$ cat src/mte_pkg.sv
// package for the multi-transfer and exception-entry control block
// assumes a single core clock and priorities where lower value is more urgent
`default_nettype none

package mte_pkg;

	// ==========================================================
	// widths and types
	localparam int CONT_W = 4;
	localparam int PRI_W = 9;
	localparam int NUM_W = 9;
	localparam int ADDR_W = 32;

	typedef logic [CONT_W-1:0] mte_cont_t;
	typedef logic signed [PRI_W-1:0] mte_pri_t;
	typedef logic [NUM_W-1:0] mte_num_t;
	typedef logic [ADDR_W-1:0] mte_addr_t;

	// ==========================================================
	// derived exception classes seen during entry
	typedef enum logic [2:0]
	{
		MTE_DER_NONE,
		MTE_DER_PROT_STACK,
		MTE_DER_BUS_STACK,
		MTE_DER_WATCH,
		MTE_DER_VECTOR
	} mte_der_t;

	// ==========================================================
	// fixed values
	localparam mte_pri_t HARD_FAULT_PRI = 9'sh1FF; // escalated priority, -1
	localparam mte_cont_t CONT_NONE = 4'h0; // all zero: no continuation held
	// exception numbers handed to the entry logic
	localparam mte_num_t EXC_HARD_FAULT = 9'h003;
	localparam mte_num_t EXC_PROT_FAULT = 9'h004;
	localparam mte_num_t EXC_BUS_FAULT = 9'h005;
	localparam mte_num_t EXC_WATCH_TRAP = 9'h00C;

	// ==========================================================
	// values after reset
	localparam mte_addr_t RST_ADDR = 32'h0000_0000;
	localparam mte_num_t RST_NUM = 9'h000;
	localparam mte_pri_t RST_PRI = 9'sh000;

endpackage

`default_nettype wire

$ cat src/mte_if.sv
// carriers between the control top and its two decision modules
// assumes the top drives the inputs and samples the answers combinationally
`default_nettype none

// ==========================================================
// multi-register transfer abandon information
interface mte_xfer_if;
	import mte_pkg::*;
	logic is_load;
	logic dir_db;
	logic writeback;
	logic base_is_sp;
	logic in_cond;
	logic base_in_list;
	logic base_loaded;
	logic is_fault;
	logic cont_en;
	mte_cont_t next_reg;
	mte_addr_t base_init;
	mte_addr_t base_final;
	mte_addr_t base_val;
	logic cont_wr;
	mte_cont_t cont_val;
	logic restart;
	modport ctrl (output is_load, dir_db, writeback, base_is_sp, in_cond, base_in_list,
		base_loaded, is_fault, cont_en, next_reg, base_init, base_final,
		input base_val, cont_wr, cont_val, restart);
	modport calc (input is_load, dir_db, writeback, base_is_sp, in_cond, base_in_list,
		base_loaded, is_fault, cont_en, next_reg, base_init, base_final,
		output base_val, cont_wr, cont_val, restart);
endinterface

// ==========================================================
// exception entry arbitration information
interface mte_entry_if;
	import mte_pkg::*;
	mte_num_t orig_num;
	mte_pri_t orig_pri;
	logic late_vld;
	logic late_en;
	mte_num_t late_num;
	mte_pri_t late_pri;
	mte_pri_t preempt_pri;
	logic der_prot;
	logic der_bus;
	logic der_watch;
	logic der_vec;
	mte_pri_t prot_pri;
	mte_pri_t bus_pri;
	mte_pri_t watch_pri;
	mte_num_t take_num;
	mte_pri_t take_pri;
	logic pend_vld;
	mte_num_t pend_num;
	mte_der_t der_class;
	logic der_drop;
	modport ctrl (output orig_num, orig_pri, late_vld, late_en, late_num, late_pri,
		preempt_pri, der_prot, der_bus, der_watch, der_vec, prot_pri, bus_pri, watch_pri,
		input take_num, take_pri, pend_vld, pend_num, der_class, der_drop);
	modport calc (input orig_num, orig_pri, late_vld, late_en, late_num, late_pri,
		preempt_pri, der_prot, der_bus, der_watch, der_vec, prot_pri, bus_pri, watch_pri,
		output take_num, take_pri, pend_vld, pend_num, der_class, der_drop);
endinterface

`default_nettype wire

$ cat src/mte_xfer_resolve.sv
// base register value and continuation choice for an abandoned transfer
// assumes inputs describe the transfer at the moment the exception hits it
`default_nettype none

module mte_xfer_resolve
	import mte_pkg::*;
(
	// decision carrier
	mte_xfer_if.calc x
);

	// ==========================================================
	// resolution
	always_comb
	begin
		x.base_val = x.base_init;
		x.cont_wr = 1'b0;
		x.cont_val = CONT_NONE;
		x.restart = 1'b1;
		if (x.is_fault)
		begin
			// base back to its start, whole re-run on return
			x.base_val = x.base_init;
			x.cont_wr = !x.in_cond;
			x.cont_val = CONT_NONE;
		end
		else if (x.is_load && x.base_in_list)
		begin
			x.base_val = x.base_init;
			if (x.in_cond)
				x.cont_wr = 1'b0;
			else if (x.cont_en && !x.base_loaded)
			begin
				x.cont_wr = 1'b1;
				x.cont_val = x.next_reg;
				x.restart = 1'b0;
			end
			else
			begin
				x.cont_wr = 1'b1;
				x.cont_val = CONT_NONE;
			end
		end
		else if (x.in_cond)
		begin
			x.base_val = x.base_init;
		end
		else if (!x.cont_en)
		begin
			x.base_val = x.base_init;
			x.cont_wr = 1'b1;
		end
		else
		begin
			x.cont_wr = 1'b1;
			x.cont_val = x.next_reg;
			x.restart = 1'b0;
			if (x.base_is_sp)
				x.base_val = x.dir_db ? x.base_final : x.base_init;
			else if (x.writeback)
				x.base_val = x.base_final;
		end
	end

endmodule

`default_nettype wire

$ cat src/mte_entry_arb.sv
// choice of handler and pending state at the end of exception entry
// assumes derived events are already filtered for halting debug
`default_nettype none

module mte_entry_arb
	import mte_pkg::*;
(
	// decision carrier
	mte_entry_if.calc e
);

	mte_num_t de_num;
	mte_pri_t de_pri;
	logic done;

	// ==========================================================
	// pick the derived exception, most severe first
	always_comb
	begin
		e.der_class = MTE_DER_NONE;
		de_num = EXC_HARD_FAULT;
		de_pri = HARD_FAULT_PRI;
		if (e.der_vec)
			e.der_class = MTE_DER_VECTOR;
		else if (e.der_prot)
		begin
			e.der_class = MTE_DER_PROT_STACK;
			de_num = EXC_PROT_FAULT;
			de_pri = e.prot_pri;
		end
		else if (e.der_bus)
		begin
			e.der_class = MTE_DER_BUS_STACK;
			de_num = EXC_BUS_FAULT;
			de_pri = e.bus_pri;
		end
		else if (e.der_watch)
		begin
			e.der_class = MTE_DER_WATCH;
			de_num = EXC_WATCH_TRAP;
			de_pri = e.watch_pri;
		end
	end

	// ==========================================================
	// decide what is entered and what is left pending
	always_comb
	begin
		e.take_num = e.orig_num;
		e.take_pri = e.orig_pri;
		e.pend_vld = 1'b0;
		e.pend_num = e.orig_num;
		e.der_drop = 1'b0;
		done = 1'b0;
		if (e.der_class == MTE_DER_VECTOR)
		begin
			e.take_num = EXC_HARD_FAULT;
			e.take_pri = HARD_FAULT_PRI;
			e.pend_vld = 1'b1;
			done = 1'b1;
		end
		else if (e.der_class != MTE_DER_NONE && de_pri >= e.preempt_pri)
		begin
			if (e.der_class == MTE_DER_WATCH)
				e.der_drop = 1'b1;
			else
			begin
				e.take_num = EXC_HARD_FAULT;
				e.take_pri = HARD_FAULT_PRI;
				e.pend_vld = 1'b1;
				done = 1'b1;
			end
		end
		else if (e.der_class != MTE_DER_NONE)
		begin
			done = 1'b1;
			e.pend_vld = 1'b1;
			if (e.late_en && de_pri < e.orig_pri)
			begin
				e.take_num = de_num;
				e.take_pri = de_pri;
			end
			else
				e.pend_num = de_num;
		end
		if (!done && e.late_en && e.late_vld && e.late_pri < e.orig_pri)
		begin
			e.take_num = e.late_num;
			e.take_pri = e.late_pri;
			e.pend_vld = 1'b1;
			e.pend_num = e.orig_num;
		end
	end

endmodule

`default_nettype wire

$ cat src/mte_exc_ctrl.sv
// top of the multi-transfer abandon and exception-entry control block
// assumes the pipeline reports transfer state and entry events synchronously
//
// Functional notes
// - fault on transfer: restore base register
// - fault: zero continuation unless in conditional block
// - after fault, re-run transfer from start
// - conditional block interrupt: base initial, no continuation
// - stack base: hand over lowest stack address
// - other base, write-back: final value, continuation
// - base-loading load abandoned: restore base
// - base-loading load in block: restart, no field
// - before base loaded: may record continuation
// - after base loaded: restore base
// - otherwise restart whole, continuation field zeroed
// - late interrupt reuses running entry sequence
// - late one active, original stays pending
// - late preempts only with lower priority value
// - classify stacking faults; watchpoint gives watch trap
// - vector fetch bus error becomes hard fault
// - drop watch trap, else escalate to -1
// - compare only preempted and derived priority
// - derived late arrival only above original
// - no late arrival: derived becomes pending
// - late arrival: derived active, original pending
// - field holds first register still to move
// - zero field means no continuation held
`default_nettype none

module mte_exc_ctrl
	import mte_pkg::*;
#(
	parameter bit CONT_SUPPORT = 1'b1,
	parameter bit LATE_SUPPORT = 1'b1
)
(
	// clock and reset
	input wire logic clk,
	input wire logic rst_n,
	// transfer description from the pipeline
	input wire logic xfer_active,
	input wire logic xfer_is_load,
	input wire logic xfer_dir_db,
	input wire logic xfer_writeback,
	input wire logic xfer_base_is_sp,
	input wire logic xfer_in_cond_block,
	input wire logic xfer_base_in_list,
	input wire logic xfer_base_loaded,
	input wire mte_cont_t xfer_next_reg,
	input wire mte_addr_t xfer_base_init,
	input wire mte_addr_t xfer_base_final,
	// events hitting the transfer
	input wire logic xfer_fault,
	input wire logic xfer_irq,
	// transfer resolution
	output logic xfer_done_ff,
	output mte_addr_t base_value_ff,
	output logic cont_wr_ff,
	output mte_cont_t continuation_field_ff,
	output logic restart_ff,
	// exception entry control
	input wire logic entry_start,
	input wire logic entry_decide,
	input wire mte_num_t orig_num,
	input wire mte_pri_t orig_pri,
	input wire mte_pri_t preempt_pri,
	input wire logic late_req,
	input wire mte_num_t late_num,
	input wire mte_pri_t late_pri,
	// derived events during entry
	input wire logic stack_prot_err,
	input wire logic stack_bus_err,
	input wire logic watch_hit,
	input wire logic halt_debug_en,
	input wire logic vector_bus_err,
	input wire mte_pri_t prot_pri,
	input wire mte_pri_t bus_pri,
	input wire mte_pri_t watch_pri,
	// entry decision
	output logic take_vld_ff,
	output mte_num_t take_num_ff,
	output mte_pri_t take_pri_ff,
	output logic pend_vld_ff,
	output mte_num_t pend_num_ff,
	output mte_der_t der_class_ff,
	output logic der_drop_ff,
	output logic entry_busy_ff
);

	// ==========================================================
	// reset release
	logic rst_meta_ff;
	logic rst_sync_ff;
	logic rst_n_int;

	// two stage release of the asynchronous reset
	always_ff @(posedge clk or negedge rst_n)
	begin
		if (!rst_n)
		begin
			rst_meta_ff <= 1'b0;
			rst_sync_ff <= 1'b0;
		end
		else
		begin
			rst_meta_ff <= 1'b1;
			rst_sync_ff <= rst_meta_ff;
		end
	end

	assign rst_n_int = rst_sync_ff;

	// ==========================================================
	// transfer abandon
	mte_xfer_if xi ();
	logic xfer_hit;

	// fault wins over interrupt when both arrive together
	assign xfer_hit = xfer_active && (xfer_fault || xfer_irq);
	assign xi.is_load = xfer_is_load;
	assign xi.dir_db = xfer_dir_db;
	assign xi.writeback = xfer_writeback;
	assign xi.base_is_sp = xfer_base_is_sp;
	assign xi.in_cond = xfer_in_cond_block;
	assign xi.base_in_list = xfer_base_in_list;
	assign xi.base_loaded = xfer_base_loaded;
	assign xi.is_fault = xfer_fault;
	assign xi.cont_en = CONT_SUPPORT;
	assign xi.next_reg = xfer_next_reg;
	assign xi.base_init = xfer_base_init;
	assign xi.base_final = xfer_base_final;

	mte_xfer_resolve u_resolve
	(
		.x (xi)
	);

	// one cycle resolution pulse
	always_ff @(posedge clk or negedge rst_n_int)
	begin
		if (!rst_n_int)
			xfer_done_ff <= 1'b0;
		else
			xfer_done_ff <= xfer_hit;
	end

	// base value handed back to the register file
	always_ff @(posedge clk or negedge rst_n_int)
	begin
		if (!rst_n_int)
			base_value_ff <= RST_ADDR;
		else if (xfer_hit)
			base_value_ff <= xi.base_val;
	end

	// continuation field and its write strobe
	always_ff @(posedge clk or negedge rst_n_int)
	begin
		if (!rst_n_int)
		begin
			cont_wr_ff <= 1'b0;
			continuation_field_ff <= CONT_NONE;
		end
		else
		begin
			cont_wr_ff <= xfer_hit && xi.cont_wr;
			if (xfer_hit && xi.cont_wr)
				continuation_field_ff <= xi.cont_val;
		end
	end

	// restart from the first register on return
	always_ff @(posedge clk or negedge rst_n_int)
	begin
		if (!rst_n_int)
			restart_ff <= 1'b0;
		else if (xfer_hit)
			restart_ff <= xi.restart;
	end

	// ==========================================================
	// exception entry sequence tracking
	typedef enum logic
	{
		ENT_IDLE,
		ENT_STACK
	} mte_ent_state_t;

	mte_ent_state_t state_ff;
	mte_ent_state_t nxt_state;
	logic prot_seen_ff;
	logic bus_seen_ff;
	logic watch_seen_ff;
	logic vec_seen_ff;
	logic decide;
	logic watch_ev;

	// a watchpoint only traps when halting debug is off
	assign watch_ev = watch_hit && !halt_debug_en;
	assign decide = (state_ff == ENT_STACK) && entry_decide;

	// entry state sequence
	always_comb
	begin
		nxt_state = state_ff;
		case (state_ff)
			ENT_IDLE:
				if (entry_start)
					nxt_state = ENT_STACK;
			ENT_STACK:
				if (entry_decide)
					nxt_state = ENT_IDLE;
			default:
				nxt_state = ENT_IDLE;
		endcase
	end

	always_ff @(posedge clk or negedge rst_n_int)
	begin
		if (!rst_n_int)
			state_ff <= ENT_IDLE;
		else
			state_ff <= nxt_state;
	end

	// sticky derived events, consumed at the decision point
	always_ff @(posedge clk or negedge rst_n_int)
	begin
		if (!rst_n_int)
		begin
			prot_seen_ff <= 1'b0;
			bus_seen_ff <= 1'b0;
			watch_seen_ff <= 1'b0;
			vec_seen_ff <= 1'b0;
		end
		else if (decide || state_ff == ENT_IDLE)
		begin
			prot_seen_ff <= 1'b0;
			bus_seen_ff <= 1'b0;
			watch_seen_ff <= 1'b0;
			vec_seen_ff <= 1'b0;
		end
		else
		begin
			prot_seen_ff <= prot_seen_ff || stack_prot_err;
			bus_seen_ff <= bus_seen_ff || stack_bus_err;
			watch_seen_ff <= watch_seen_ff || watch_ev;
			vec_seen_ff <= vec_seen_ff || vector_bus_err;
		end
	end

	// ==========================================================
	// entry arbitration
	mte_entry_if ei ();

	// events in the decision cycle itself still count
	assign ei.orig_num = orig_num;
	assign ei.orig_pri = orig_pri;
	assign ei.late_vld = late_req;
	assign ei.late_en = LATE_SUPPORT;
	assign ei.late_num = late_num;
	assign ei.late_pri = late_pri;
	assign ei.preempt_pri = preempt_pri;
	assign ei.der_prot = prot_seen_ff || stack_prot_err;
	assign ei.der_bus = bus_seen_ff || stack_bus_err;
	assign ei.der_watch = watch_seen_ff || watch_ev;
	assign ei.der_vec = vec_seen_ff || vector_bus_err;
	assign ei.prot_pri = prot_pri;
	assign ei.bus_pri = bus_pri;
	assign ei.watch_pri = watch_pri;

	mte_entry_arb u_arb
	(
		.e (ei)
	);

	// decision pulse and busy level
	always_ff @(posedge clk or negedge rst_n_int)
	begin
		if (!rst_n_int)
		begin
			take_vld_ff <= 1'b0;
			pend_vld_ff <= 1'b0;
			entry_busy_ff <= 1'b0;
		end
		else
		begin
			take_vld_ff <= decide;
			pend_vld_ff <= decide && ei.pend_vld;
			entry_busy_ff <= (nxt_state == ENT_STACK);
		end
	end

	// decision values, held until the next decision
	always_ff @(posedge clk or negedge rst_n_int)
	begin
		if (!rst_n_int)
		begin
			take_num_ff <= RST_NUM;
			take_pri_ff <= RST_PRI;
			pend_num_ff <= RST_NUM;
			der_class_ff <= MTE_DER_NONE;
			der_drop_ff <= 1'b0;
		end
		else if (decide)
		begin
			take_num_ff <= ei.take_num;
			take_pri_ff <= ei.take_pri;
			pend_num_ff <= ei.pend_num;
			der_class_ff <= ei.der_class;
			der_drop_ff <= ei.der_drop;
		end
	end

endmodule

`default_nettype wire

$ cat config.mk
export PLATFORM = sky130hd
export DESIGN_NAME = mte_exc_ctrl
export DESIGN_NICKNAME = d
export VERILOG_FILES = /design/src/mte_pkg.sv /design/src/mte_if.sv /design/src/mte_xfer_resolve.sv /design/src/mte_entry_arb.sv /design/src/mte_exc_ctrl.sv
export SDC_FILE = /design/constraint.sdc
export NUM_CORES = 1
export LEC_CHECK = 0
export ABC_AREA = 1
export BUFFER_PORTS_ARGS = -buffer_cell sky130_fd_sc_hd__buf_2
export CORE_MARGIN = 2
export CORE_UTILIZATION = 40
export DETAILED_ROUTE_END_ITERATION = 8
export PLACE_DENSITY = 0.67
export SYNTH_ARGS = -nofsm -noshare
export SYNTH_HDL_FRONTEND = slang
export SYNTH_SLANG_ARGS = --single-unit
$ cat constraint.sdc
create_clock -name clk -period 3.4 [get_ports clk]
set_input_delay 0.17 -clock clk [delete_from_list [all_inputs] [get_ports clk]]
set_output_delay 0.17 -clock clk [all_outputs]
set_load 0.02 [all_outputs]
# --- Yosys cells after proc, flatten, opt, wreduce, memory -nomap -nowiden ---
# Index checks and enable logic that the tools add are counted.
totals:
  ff_bits: 79
  in_bits: 160
  output_inout_bits: 73
  wordCells: 106
op_classes:
  magnitude_cmp: 3
  eq_ne: 2
  mux: 62
  bitwise_logic: 1
  n_reduce_logical: 19
op_table:
  columns: ["operator", "count"]
  rows:
  - ["$mux W9", 24]
  - ["$mux W32", 6]
  - ["$mux W4", 6]
  - ["$mux W1", 21]
  - ["$lt A9 B9 Y1", 2]
  - ["$ge A9 B9 Y1", 1]
  - ["$logic_and A1 B1 Y1", 9]
  - ["$mux W3", 3]
  - ["$logic_or A1 B1 Y1", 6]
  - ["$eq A3 B2 Y1 const B", 1]
  - ["$eq A3 B3 Y1 const B", 1]
  - ["$logic_not A1 Y1", 3]
  - ["$reduce_bool A3 Y1", 1]
  - ["$mux W2", 1]
  - ["$pmux W1 S2", 1]
  - ["$not A1 Y1", 1]

# --- Longest topological paths before layout ---
# Gate-level depths: netlist of the first run.
depth:
  depth_word: 16
  mapped_depth: 27
  mapped_depth_nobuf: 26

# --- Modules after synthesis ---
# Synthesis of the first run repeated with hierarchy kept, for this count alone.
hier_totals:
  cells_unflattened: 979
  hier_area_um2: 6163.4
by_module_without_submodules:
  columns: ["module", "instances", "cells_per_inst", "area_each_um2"]
  rows:
  - ["mte_exc_ctrl", 1, 328, 2980.4]
  - ["mte_entry_arb", 1, 315, 1671.6]
  - ["mte_xfer_resolve", 1, 336, 1511.4]

# --- Least setup slack after synthesis of the first run ---
# OpenSTA, ideal clock, no wires.
synth_timing:
  path_type: "register to register"
  startpoint: "register bus_seen_ff"
  endpoint: "register pend_num_ff[0]"
  arrival_ns: 2.668
  t_required_ns: 3.276
  slack_ns: 0.608
  stages_incl_launch_ff: 19
  path_buffers: 1
  cell_sequence: "dfrtp_1 -> nor2_2 -> buf_4 -> nand2_2 -> o221ai_1 -> nand2_1 -> nor2_1 -> inv_1 -> ha_1 -> nand2_2 -> inv_1 -> a21oi_2 -> nand4_1 -> nand3_4 -> clkinv_1 -> nand4_2 -> inv_1 -> o211ai_1 -> nand2_1"
synth_via:
  elab_chain_len: 12
  elab_cells_between_ends: 28
  cone_classes: "order compare: 2; eq/ne: 2; mux: 18; reduce/logical: 6"
synth_lines:
  columns: ["item", "line", "rtl"]
  rows:
  - ["from (decl)", "mte_exc_ctrl.sv:192", "logic bus_seen_ff;"]
  - ["from (signal assigned)", "mte_exc_ctrl.sv:246", "bus_seen_ff <= bus_seen_ff || stack_bus_err;"]
  - ["$logic_or A1 B1 Y1 *", "mte_exc_ctrl.sv:265", "assign ei.der_bus = bus_seen_ff || stack_bus_err;"]
  - ["$mux W9 or $mux W3 (tied branches)", "mte_entry_arb.sv:31", "else if (e.der_bus)"]
  - ["$mux W9 or $mux W3 (tied branches)", "mte_entry_arb.sv:25", "else if (e.der_prot)"]
  - ["$mux W9 or $mux W3 (tied branches)", "mte_entry_arb.sv:23", "if (e.der_vec)"]
  - ["$ge A9 B9 Y1, or another cell as far along", "mte_entry_arb.sv:62", "else if (e.der_class != MTE_DER_NONE && de_pri >= e.preempt_pri)"]
  - ["$logic_and A1 B1 Y1, or another cell as far along", "mte_entry_arb.sv:62", null]
  - ["$mux W1", "mte_entry_arb.sv:62", null]
  - ["$mux W1", "mte_entry_arb.sv:55", "if (e.der_class == MTE_DER_VECTOR)"]
  - ["$logic_not A1 Y1", "mte_entry_arb.sv:86", "if (!done && e.late_en && e.late_vld && e.late_pri < e.orig_pri)"]
  - ["$logic_and A1 B1 Y1 (2 in a row)", "mte_entry_arb.sv:86", null]
  - ["$mux W9 *", "mte_entry_arb.sv:86", null]
  - ["to (signal assigned)", "mte_exc_ctrl.sv:309", "pend_num_ff <= ei.pend_num;"]
  - ["to (decl)", "mte_exc_ctrl.sv:84", "output mte_num_t pend_num_ff,"]
# Every way passes the cells marked *; elsewhere a longest branch is shown, timed or not.
# A chain may end at the register's enable or synchronous reset.

# --- Worst setup path in the final report of the first run ---
layout_timing:
  startpoint: "register prot_seen_ff"
  endpoint: "register take_num_ff[7]"
layout_via:
  elab_chain_len: 11
  elab_cells_between_ends: 26
  cone_classes: "order compare: 2; eq/ne: 2; mux: 16; reduce/logical: 6"
layout_lines:
  columns: ["item", "line", "rtl"]
  rows:
  - ["from (decl)", "mte_exc_ctrl.sv:191", "logic prot_seen_ff;"]
  - ["from (signal assigned)", "mte_exc_ctrl.sv:245", "prot_seen_ff <= prot_seen_ff || stack_prot_err;"]
  - ["$logic_or A1 B1 Y1 *", "mte_exc_ctrl.sv:264", "assign ei.der_prot = prot_seen_ff || stack_prot_err;"]
  - ["$mux W9 or $mux W3 (tied branches)", "mte_entry_arb.sv:25", null]
  - ["$mux W9 or $mux W3 (tied branches)", "mte_entry_arb.sv:23", null]
  - ["$ge A9 B9 Y1, or another cell as far along", "mte_entry_arb.sv:62", null]
  - ["$logic_and A1 B1 Y1, or another cell as far along", "mte_entry_arb.sv:62", null]
  - ["$mux W1", "mte_entry_arb.sv:62", null]
  - ["$mux W1", "mte_entry_arb.sv:55", null]
  - ["$logic_not A1 Y1", "mte_entry_arb.sv:86", null]
  - ["$logic_and A1 B1 Y1 (2 in a row)", "mte_entry_arb.sv:86", null]
  - ["$mux W9 *", "mte_entry_arb.sv:86", null]
  - ["to (signal assigned)", "mte_exc_ctrl.sv:307", "take_num_ff <= ei.take_num;"]
  - ["to (decl)", "mte_exc_ctrl.sv:81", "output mte_num_t take_num_ff,"]
# Marks and branches as above.

==> results of run 1 <==
==> layout make-up <==
class | instances | area (um^2) | share of cell area, %
multi-input cells | 495 | 2551 | 38.46
flip-flops and latches | 79 | 1981 | 29.86
repair buffers | 245 | 1274 | 19.20
inverters | 80 | 307.8 | 4.640
clock buffers | 9 | 225.2 | 3.395
well taps | 168 | 210.2 | 3.169
clock inverters | 7 | 82.58 | 1.245
diodes | 1 | 2.502 | 0.03772
==> metal layers <==
layer	track usage, %	vias up
met4	5.542	0
met1	32.48	2388
met2	34.78	187
met5	0	-
li1	-	2683
met3	5.324	10
==> final timing paths <==
kind / end / slack (ns) / depth (start not counted)
max in group asynchronous: take_num_ff[8] / 2.23 / 0
worst min-delay path: continuation_field_ff[2] / 0.03 / 3
worst min register to register: rst_n_int / 0.35 / 0
worst max-delay path: take_num_ff[7] / 0.30 / 21
min in group asynchronous: rst_n_int / 0.15 / 2
worst max register to register: take_num_ff[7] / 0.30 / 21
==> power breakdown <==
part	internal (mW)	leakage, nW	switching [mW]	total [mW]
combinational	0.381	2.59	0.676	1.06
clock	0.577	0.144	0.405	0.982
sequential	1.09	0.966	0.0962	1.19
==> per-stage QoR <==
stage | worst slack [ns] | hold slack (ns) | power (mW)
after global placement | 0.2875 | -0.04048 | 2.232
final | 0.3004 | 0.02860 | 3.227
after CTS | 0.1835 | 0.01538 | 3.242
after floorplan | 0.6081 | -0.1256 | 1.859
after detailed placement | 0.1946 | -0.03993 | 2.242
after global routing | -0.007188 | 0.01939 | 3.444
==> registers in the layout, summed over array words and instances, names as in the netlist, 3 cells and up <==
register / flops
continuation_field_ff: 4
take_pri_ff: 9
base_value_ff: 32
pend_num_ff: 9
der_class_ff: 3
take_num_ff: 9
==> cell families (layout without fill, tap and decap cells) <==
family                     count (synthesis)  after routing  share of synthesized area [%]
other                                      1              2                        0.07580
AOI/OAI and AO/OA                        156            156                          17.25
DFF                                       79             79                          39.96
adders and majority gates                 25             25                          6.323
muxes                                      1              1                         0.2276
buffers and inverters                    109            341                          8.902
and+or+nand+nor                          312            312                          27.26
==> worst register-to-register path, cell delays in order (launching register included) <==
cell,delay [ns]
dfrtp_1,0.32
inv_1,0.03
nand2_1,0.11
clkinvlp_4,0.21
o221ai_1,0.12
nand2_1,0.08
nor2_1,0.22
inv_1,0.12
ha_1,0.31
nand2_1,0.07
nor2_2,0.14
nand3_2,0.08
nand4_1,0.14
nand3_4,0.14
nand2_4,0.13
nand2_4,0.06
nand3_4,0.16
clkinvlp_4,0.20
nand2_1,0.09
nand2_1,0.05
nor2_1,0.15
nor2_1,0.05
==> cell usage in the layout, fill, tap and decap left out, drive strengths merged, types with 2 or more instances in the layout <==
| master | n |
|---|---|
| nand4 | 11 |
| clkbuf | 9 |
| o31ai | 2 |
| ha | 25 |
| nand3 | 31 |
| clkinv | 4 |
| inv | 78 |
| dfrtp | 79 |
| buf | 244 |
| nor2 | 53 |
| o21ai | 90 |
| clkinvlp | 4 |
| o211ai | 2 |
| nand2 | 212 |
| o221ai | 8 |
| a21oi | 49 |
| o21bai | 2 |
==> repair_timing <==
item                                    4_1_cts  5_1_grt
hold endpoints to repair                      2        0
hold buffers                                  1        0
gates resized for setup                       0        7
endpoints found under the setup margin        0       22
setup buffers                                 0        5
==> results.yml, run 1 <==
routing:
  drc: 0
  wl_met3_um: 1154
  final_antenna_net_count: 0
  wl_um: 15180
  wl_met1_um: 6943
  highest_layer: "met4"
  wl_per_cell_um: 14.00
  dr_wl_met2_um: 6957
  dr.pass1.iters: 5
  vias: 5268
  via_per_inst: 4.860
  first_iter_violations: 355
floorplan:
  pin_count: 233
  start_util_pct: 41.02
  die_area_mm2: 0.01327
  row_count: 40
  core_mm2: 0.01206
  fp.dieW_um: 115.2
  die-height_um: 115.2
critical_path:
  critPathTopFamily: "simple AND/OR/NAND/NOR gates"
  worst-path-buf-inv: 4
  cpMostUsedCell: "nand2_1"
  cp-startpoint: "prot_seen_ff"
  reg2reg_from: "prot_seen_ff"
  endpoint_kind: "register"
  max_stage_delay_ns: 0.32
  cp.required_ns: 3.62
  critPathSlowestCell: "dfrtp_1"
  critical_path_class: "register to register"
  start_kind: "register"
  arrival_ns: 3.32
  cp_cell_sequence: "inv_1, nand2_1, clkinvlp_4, o221ai_1, nand2_1, nor2_1, inv_1, ha_1, nand2_1, nor2_2, nand3_2, nand4_1, nand3_4, nand2_4, nand2_4, nand3_4, clkinvlp_4, nand2_1, nand2_1, nor2_1, nor2_1"
  critPathMaxFanout: 13
power:
  vdd_ir_drop_max_mv: 0.4350
  p_leak_nw: 3.695
  power_per_cell_area_mw_per_mm2: 486.5
finish:
  final_area_mm2: 0.006634
  final_layout_size_suffix_gt1_share_pct: 32.02
  area_growth_pct: 34.09
  finalNetCount: 1095
  filler_cell_count: 1237
  final_util_pct: 55.00
  instances_no_fill: 1084
timing:
  finalSetupViolations: 0
  fin_skew_ns: 0.004699
  final.min_clock_period_ns: 3.100
  setup_tns_ns: 0
  min_period_over_period_pct: 91.16
  worst_pin_slew_ns: 1.014
  slew_viol_final: 0
  fmax_mhz: 322.6
  worst_slew_margin_rel_pct: 32.43
  hold_viol: 0
global_routing:
  gr-usage-all-layers_pct: 22.69
  grt_max_degree: 78
  grt_pass1_wl_um: 23800
  grt_pass1_vias: 4729
  antenna_found_initial: 1
  overflow: 0
status:
  outcome: "completed"
placed_design:
  placed_area_mm2: 0.006238
  port_buffers: 232
  dp.cells: 1061
  dp_hpwl_um: 11560
  place.gp.congestion: 0.8757
hold_path:
  hp-class: "primary input to register"
  worstHoldStart: "xfer_next_reg[2]"
yosys:
  synth_area_mm2: 0.004947
  synth_cell_types: 41
  synth-edff-count: 0
  yosysSeqAreaShare_pct: 39.96
  synth_area_leaders: "dfrtp_1 40%, nand2_1 15%, o21ai_0 8.9%, ha_1 6.3%, inv_1 5.7%"
  ys_seq_elements: 79
  synth_flop_cell: "dfrtp_1"
  synthArstFlopShare_pct: 100.0
  synth_top_cell_area_share_pct: 39.96
  synth_most_common_cell: "nand2_1"
  synth_top_cell_by_area: "dfrtp_1"
  synth_commonest_cells: "204 x nand2_1, 88 x o21ai_0, 79 x dfrtp_1"
  yosys_warnings: 0
  synth_nets: 868
  syn_inst: 683
  avgSynthCellArea_um2: 7.243
clock_tree:
  ctsRootBufferMaster: "clkbuf_16"
  clock_latency_ns: 0.34
  cts.sinks: 79
  path_clk_slew_ns: 0.06
  cts_tree: "yes"
  htree_levels: 3
  cts_buffer_depth: 2
  cts_made_buffers: 9
run:
  cap_violations: 0
Power figures use the tool's default switching activity.
==> run 2: changes to the inputs <==
--- a/config.mk
+++ b/config.mk
@@ -5,12 +5,12 @@
 export SDC_FILE = /design/constraint.sdc
 export NUM_CORES = 1
 export LEC_CHECK = 0
-export ABC_AREA = 1
 export BUFFER_PORTS_ARGS = -buffer_cell sky130_fd_sc_hd__buf_2
 export CORE_MARGIN = 2
 export CORE_UTILIZATION = 40
 export DETAILED_ROUTE_END_ITERATION = 8
-export PLACE_DENSITY = 0.67
+export HOLD_SLACK_MARGIN = 0.08
+export PLACE_DENSITY = 0.69
 export SYNTH_ARGS = -nofsm -noshare
 export SYNTH_HDL_FRONTEND = slang
 export SYNTH_SLANG_ARGS = --single-unit
==> results.yml, run 2 <==
status:
  outcome: "completed"
finish:
  area_growth_pct: 40.76
  layout_common_cells: "232 x buf_2, 78 x dfrtp_1, 67 x nand2_1"
  final_area_mm2: 0.006439
  final_layout_size_suffix_gt1_share_pct: 38.93
  filler_cell_count: 1014
  final_common_cell: "buf_2"
  largest_reg_flops: 32
  regMostFlops: "base_value_ff"
  register_area_mm2: 0.001981
  num_antenna_cells: 0
  multiInputGateArea_mm2: 0.002492
  finalNetCount: 925
floorplan:
  fp.dieW_um: 110.9
  die_area_mm2: 0.01231
  start_util_pct: 40.58
  pin_count: 233
  core_mm2: 0.01127
  die-height_um: 110.9
  row_count: 39
yosys:
  synth_cell_types: 56
  synth_most_common_cell: "dfrtp_1"
  yosysSeqAreaShare_pct: 43.22
  avgSynthCellArea_um2: 9.186
  synth_area_leaders: "dfrtp_1 43%, mux2i_1 7.4%, o21ai_0 7.2%, ha_1 6.8%, nand2_1 5.5%"
  synth_top_cell_by_area: "dfrtp_1"
  synth_flop_cell: "dfrtp_1"
  synthArstFlopShare_pct: 100.0
  ys_seq_elements: 79
  synth_top_cell_area_share_pct: 43.22
  synth_area_mm2: 0.004574
  synth_commonest_cells: "79 x dfrtp_1, 67 x nand2_1, 66 x o21ai_0"
  synth_nets: 683
  syn_inst: 498
  yosys_warnings: 0
  synth-edff-count: 0
clock_tree:
  clock_latency_ns: 0.34
  cts_made_buffers: 9
  ctsRootBufferMaster: "clkbuf_16"
  htree_levels: 3
  cts.sinks: 79
  path_clk_slew_ns: 0.06
  cts_buffer_depth: 2
  cts_tree: "yes"
routing:
  wl_um: 14340
  final_antenna_net_count: 0
  dr.pass1.iters: 4
  wl_per_cell_um: 16.15
  first_iter_violations: 230
  drc: 0
  via_per_inst: 5.230
  vias: 4644
placed_design:
  place.gp.congestion: 0.9424
  port_buffers: 232
  dp_hpwl_um: 11050
  placed_area_mm2: 0.005934
global_routing:
  grt_max_degree: 78
  gr-usage-all-layers_pct: 22.77
  grt_pass1_vias: 4706
  antenna_found_initial: 0
  grt_pass1_wl_um: 22710
  overflow: 0
critical_path:
  cp.required_ns: 3.66
  endpoint_kind: "register"
  critPathMaxFanout: 12
  critical_path_class: "register to register"
  start_kind: "register"
  arrival_ns: 3.53
timing:
  worst_pin_slew_ns: 1.054
  fin_skew_ns: 0.007445
  setup_tns_ns: 0
  final.min_clock_period_ns: 3.278
  slew_viol_final: 0
  fmax_mhz: 305.1
  worst_slew_margin_rel_pct: 29.64
  hold_viol: 0
  fin_hold_ws_ns: 0.09214
  min_period_over_period_pct: 96.40
  finalSetupViolations: 0
power:
  power_per_cell_area_mw_per_mm2: 504.4
  power.switching_mw: 1.090
  internal_power_mw: 2.158
  p_seq_share_pct: 37.0
  p_leak_nw: 3.154
  power_frac_comb_pct: 31.1
  finalPower_mw: 3.248
  pwr-share-clk_pct: 31.9
  swShare_pct: 33.55
  vdd_ir_drop_max_mv: 0.3157
run:
  cap_violations: 0
hold_path:
  hp-class: "primary input to register"
-- run 2: cell count changes after synthesis, moves of 17 or more --
cell / delta
a21oi_1: -18
inv_1: -50
mux2i_1: +34
nand2_1: -137
nand3_1: -21
nor2_1: -26
o211ai_1: +17
o21ai_0: -22
-- run 2: final timing paths --
| check | start | endpoint | slack (ns) | depth (start not counted) |
|---|---|---|---|---|
| max in group asynchronous | rst_n_int | der_class_ff[2] | 2.26 | 0 |
| min in group asynchronous | rst_n | rst_n_int | 0.15 | 2 |
| worst max register to register | vec_seen_ff | take_num_ff[7] | 0.12 | 12 |
| worst min-delay path | orig_num[5] | pend_num_ff[5] | 0.09 | 3 |
| worst min register to register | rst_meta_ff | rst_n_int | 0.36 | 0 |
| worst max-delay path | vec_seen_ff | take_num_ff[7] | 0.12 | 12 |
-- run 2: power groups by stage --
| stage | registers, mW | logic, mW | clock network [mW] |
|---|---|---|---|
| floorplan | 1.40 | 0.382 | 0 |
| global placement | 1.21 | 0.947 | 0 |
| detailed placement | 1.22 | 0.964 | 0 |
| CTS | 1.20 | 0.972 | 1.06 |
| global route | 1.22 | 1.11 | 1.10 |
| finish | 1.20 | 1.01 | 1.04 |
-- run 2: logic make-up (layout without fill, tap and decap cells) --
group	Yosys count	in the layout	synth area share, %
compound gates	171	172	23.22
simple gates	135	135	14.11
flops	79	79	43.22
buf+inv	52	298	4.841
mux	35	35	7.686
fa+ha+maj	25	25	6.838
other cells	1	1	0.08198
-- run 2: worst max-delay path: stages, from the launching register on --
cell and delay (ns):
dfrtp_1 0.37, or2_2 0.40, a21oi_1 0.16, o21ai_1 0.13
ha_1 0.35, nor2b_1 0.07, or3_1 0.42, nor3_4 0.26
or3_4 0.22, a32oi_4 0.07, buf_4 0.21, or3b_1 0.39
a21oi_2 0.13
-- run 2: repair_timing --
action / 4_1_cts / 5_1_grt
hold buffers: 6 / 0
endpoints found under the hold margin: 7 / 0
buffers inserted: 0 / 2
resized for setup: 1 / 27
setup endpoints to repair: 4 / 27
cloned: 0 / 2
pin swaps: 0 / 5
-- run 2: per-layer routing --
metal | GRT usage [%] | up-vias | part of all wire [%]
met3 | 6.014 | 22 | 7.4
li1 | - | 2287 | -
met2 | 40.04 | 203 | 49
met5 | 0 | - | 0
met4 | 7.833 | 0 | 2.2
met1 | 26.92 | 2132 | 41
-- run 2: per-stage QoR --
stage | std cells | util [%] | setup slack, ns
global placement | 862 | 52.65 | 0.08800
finish | 888 | 57.12 | 0.1225
CTS | 884 | 56.01 | 0.0001965
global route | 888 | 57.12 | -0.01329
detailed placement | 862 | 52.65 | 0.0009168
floorplan | 498 | - | 0.1998
-- run 2: final cells by class --
class | count | share of cell area (%)
multi-input cells | 368 | 38.71
flip-flops and latches | 79 | 30.76
repair buffers | 257 | 21.36
clock buffers | 13 | 3.887
well taps | 143 | 2.779
inverters | 25 | 1.457
clock inverters | 3 | 1.049
==> run 3: changes to the inputs <==
--- a/config.mk
+++ b/config.mk
@@ -7,10 +7,10 @@
 export LEC_CHECK = 0
 export BUFFER_PORTS_ARGS = -buffer_cell sky130_fd_sc_hd__buf_2
 export CORE_MARGIN = 2
-export CORE_UTILIZATION = 40
+export CORE_UTILIZATION = 46
 export DETAILED_ROUTE_END_ITERATION = 8
 export HOLD_SLACK_MARGIN = 0.08
-export PLACE_DENSITY = 0.69
+export PLACE_DENSITY = 0.78
 export SYNTH_ARGS = -nofsm -noshare
 export SYNTH_HDL_FRONTEND = slang
 export SYNTH_SLANG_ARGS = --single-unit
==> results.yml, run 3 (same netlist as run 2, synthesis figures left out) <==
status:
  outcome: "completed"
critical_path:
  max_stage_delay_ns: 0.53
  worst-path-buf-inv: 1
  reg2reg_from: "vec_seen_ff"
  cp_num_cells: 12
  critPathMaxFanout: 12
  critPathTopFamily: "simple AND/OR/NAND/NOR gates"
  start_kind: "register"
  endpoint_kind: "register"
  critPathSlowestCell: "or4_4"
  rr_worst_depth: 12
  critical_path_class: "register to register"
  cp-startpoint: "vec_seen_ff"
  arrival_ns: 3.39
  cp_cell_sequence: "or2_2, a21oi_1, o21ai_2, ha_1, or4_4, a21oi_4, nor3_4, or2_4, and4bb_2, buf_4, nand2b_1, a31oi_1"
  cp.required_ns: 3.58
placed_design:
  dp_hpwl_um: 10600
  dp.cells: 850
  port_buffers: 232
  place.gp.congestion: 0.9029
power:
  p_seq_share_pct: 40.2
  power_frac_comb_pct: 34.3
  vdd_ir_drop_max_mv: 0.2419
  swShare_pct: 35.57
  power_per_cell_area_mw_per_mm2: 465.0
  pwr-share-clk_pct: 25.6
  p_leak_nw: 3.128
  power.switching_mw: 1.057
  internal_power_mw: 1.914
timing:
  worst_pin_slew_ns: 1.010
  fmax_mhz: 311.3
  min_period_over_period_pct: 94.47
  fin_hold_ws_ns: 0.1072
  final.min_clock_period_ns: 3.212
  finalSetupViolations: 0
  fin_skew_ns: 0.007741
  hold_viol: 0
  grt_setup_unrepaired: "true"
  slew_viol_final: 0
  worst_slew_margin_rel_pct: 32.57
  setup_tns_ns: 0
clock_tree:
  path_clk_slew_ns: 0.08
  cts_tree: "yes"
  cts.sinks: 79
  htree_levels: 3
  cts_made_buffers: 9
  clock_latency_ns: 0.35
  cts_buffer_depth: 2
  ctsRootBufferMaster: "clkbuf_8"
floorplan:
  die-height_um: 103.7
  fp.dieW_um: 103.7
  core_mm2: 0.009729
  pin_count: 233
  die_area_mm2: 0.01076
  start_util_pct: 47.02
  row_count: 36
global_routing:
  gr-usage-all-layers_pct: 25.25
  grt_pass1_wl_um: 22160
  grt_max_degree: 78
  grt_pass1_vias: 4683
  antenna_found_initial: 0
  overflow: 0
routing:
  via_per_inst: 5.275
  wl_um: 13800
  first_iter_violations: 194
  final_antenna_net_count: 0
  wl_per_cell_um: 15.63
  drc: 0
  vias: 4658
  dr.pass1.iters: 4
hold_path:
  hp-class: "primary input to register"
  hold_depth: 3
  worstHoldStart: "xfer_base_final[5]"
finish:
  final_layout_size_suffix_gt1_share_pct: 39.07
  largest_reg_flops: 32
  final_util_pct: 65.66
  layout_common_cells: "232 x buf_2, 78 x dfrtp_1, 67 x nand2_1"
  filler_cell_count: 808
  num_antenna_cells: 0
  regMostFlops: "base_value_ff"
  instances_no_fill: 883
  area_growth_pct: 39.66
  finalNetCount: 930
  final_common_cell: "buf_2"
  register_area_mm2: 0.001981
  multiInputGateArea_mm2: 0.002506
run:
  cap_violations: 0
==> run 3: changes by cell type in the layout (fill, tap and decap cells not counted), sizes merged <==
cell,change
buf,-3
clkbuf,-2
clkinv,+1
dlygate4sd3,+8
inv,+1
==> run 3: timing repair <==
item,CTS,global route
gates resized for setup,1,33
setup buffers,0,1
gates cloned,0,2
endpoints found under the hold margin,15,0
hold buffers,14,0
setup endpoints to repair,9,25
pin swaps,0,2
==> run 3: per-layer routing <==
layer	GRT usage [%]	vias up	wire [um]
met5	0	-	0
met4	6.853	0	211
met3	6.860	16	975
met2	45.93	178	7007
met1	29.24	2164	5603
li1	-	2300	-
==> run 3: final timing paths <==
path | endpoint | slack (ns)
max | pend_num_ff[3] | 0.19
min | base_value_ff[5] | 0.11
max reg2reg | pend_num_ff[3] | 0.19
min reg2reg | rst_n_int | 0.35
max in group asynchronous | continuation_field_ff[1] | 2.29
min in group asynchronous | rst_n_int | 0.13
==> run 3: power by group through the flow <==
| stage | Clock [mW] | Sequential (mW) | Combinational (mW) |
|---|---|---|---|
| 2_1_floorplan | 0 | 1.40 | 0.382 |
| 3_3_place_gp | 0 | 1.21 | 0.938 |
| 3_5_place_dp | 0 | 1.21 | 0.958 |
| 4_1_cts | 0.784 | 1.19 | 0.973 |
| 5_1_grt | 0.818 | 1.22 | 1.11 |
| 6_report | 0.760 | 1.19 | 1.02 |
==> run 3: layout make-up <==
| class | instances | share of cell area, % |
|---|---|---|
| Clock inverter | 5 | 1.273 |
| Inverter | 25 | 1.469 |
| Sequential cell | 79 | 31.00 |
| Tap cell | 133 | 2.605 |
| Timing Repair Buffer | 262 | 22.37 |
| Clock buffer | 11 | 2.056 |
| Multi-Input combinational cell | 368 | 39.23 |
==> run 3: metrics by stage <==
stage | setup WS, ns | cell area (um^2) | power [mW]
floorplan | 0.1998 | 4574 | 1.780
global placement | 0.01562 | 5907 | 2.143
detailed placement | -0.03443 | 5907 | 2.171
CTS | 0.01818 | 6260 | 2.952
global route | -0.01394 | 6389 | 3.140
finish | 0.1880 | 6389 | 2.971
==> run 3: worst reg2reg max path: stages, from the launching register on <==
cell	delay, ns
dfrtp_1	0.38
or2_2	0.39
a21oi_1	0.21
o21ai_2	0.11
ha_1	0.20
or4_4	0.53
a21oi_4	0.15
nor3_4	0.08
or2_4	0.30
and4bb_2	0.34
buf_4	0.16
nand2b_1	0.12
a31oi_1	0.09
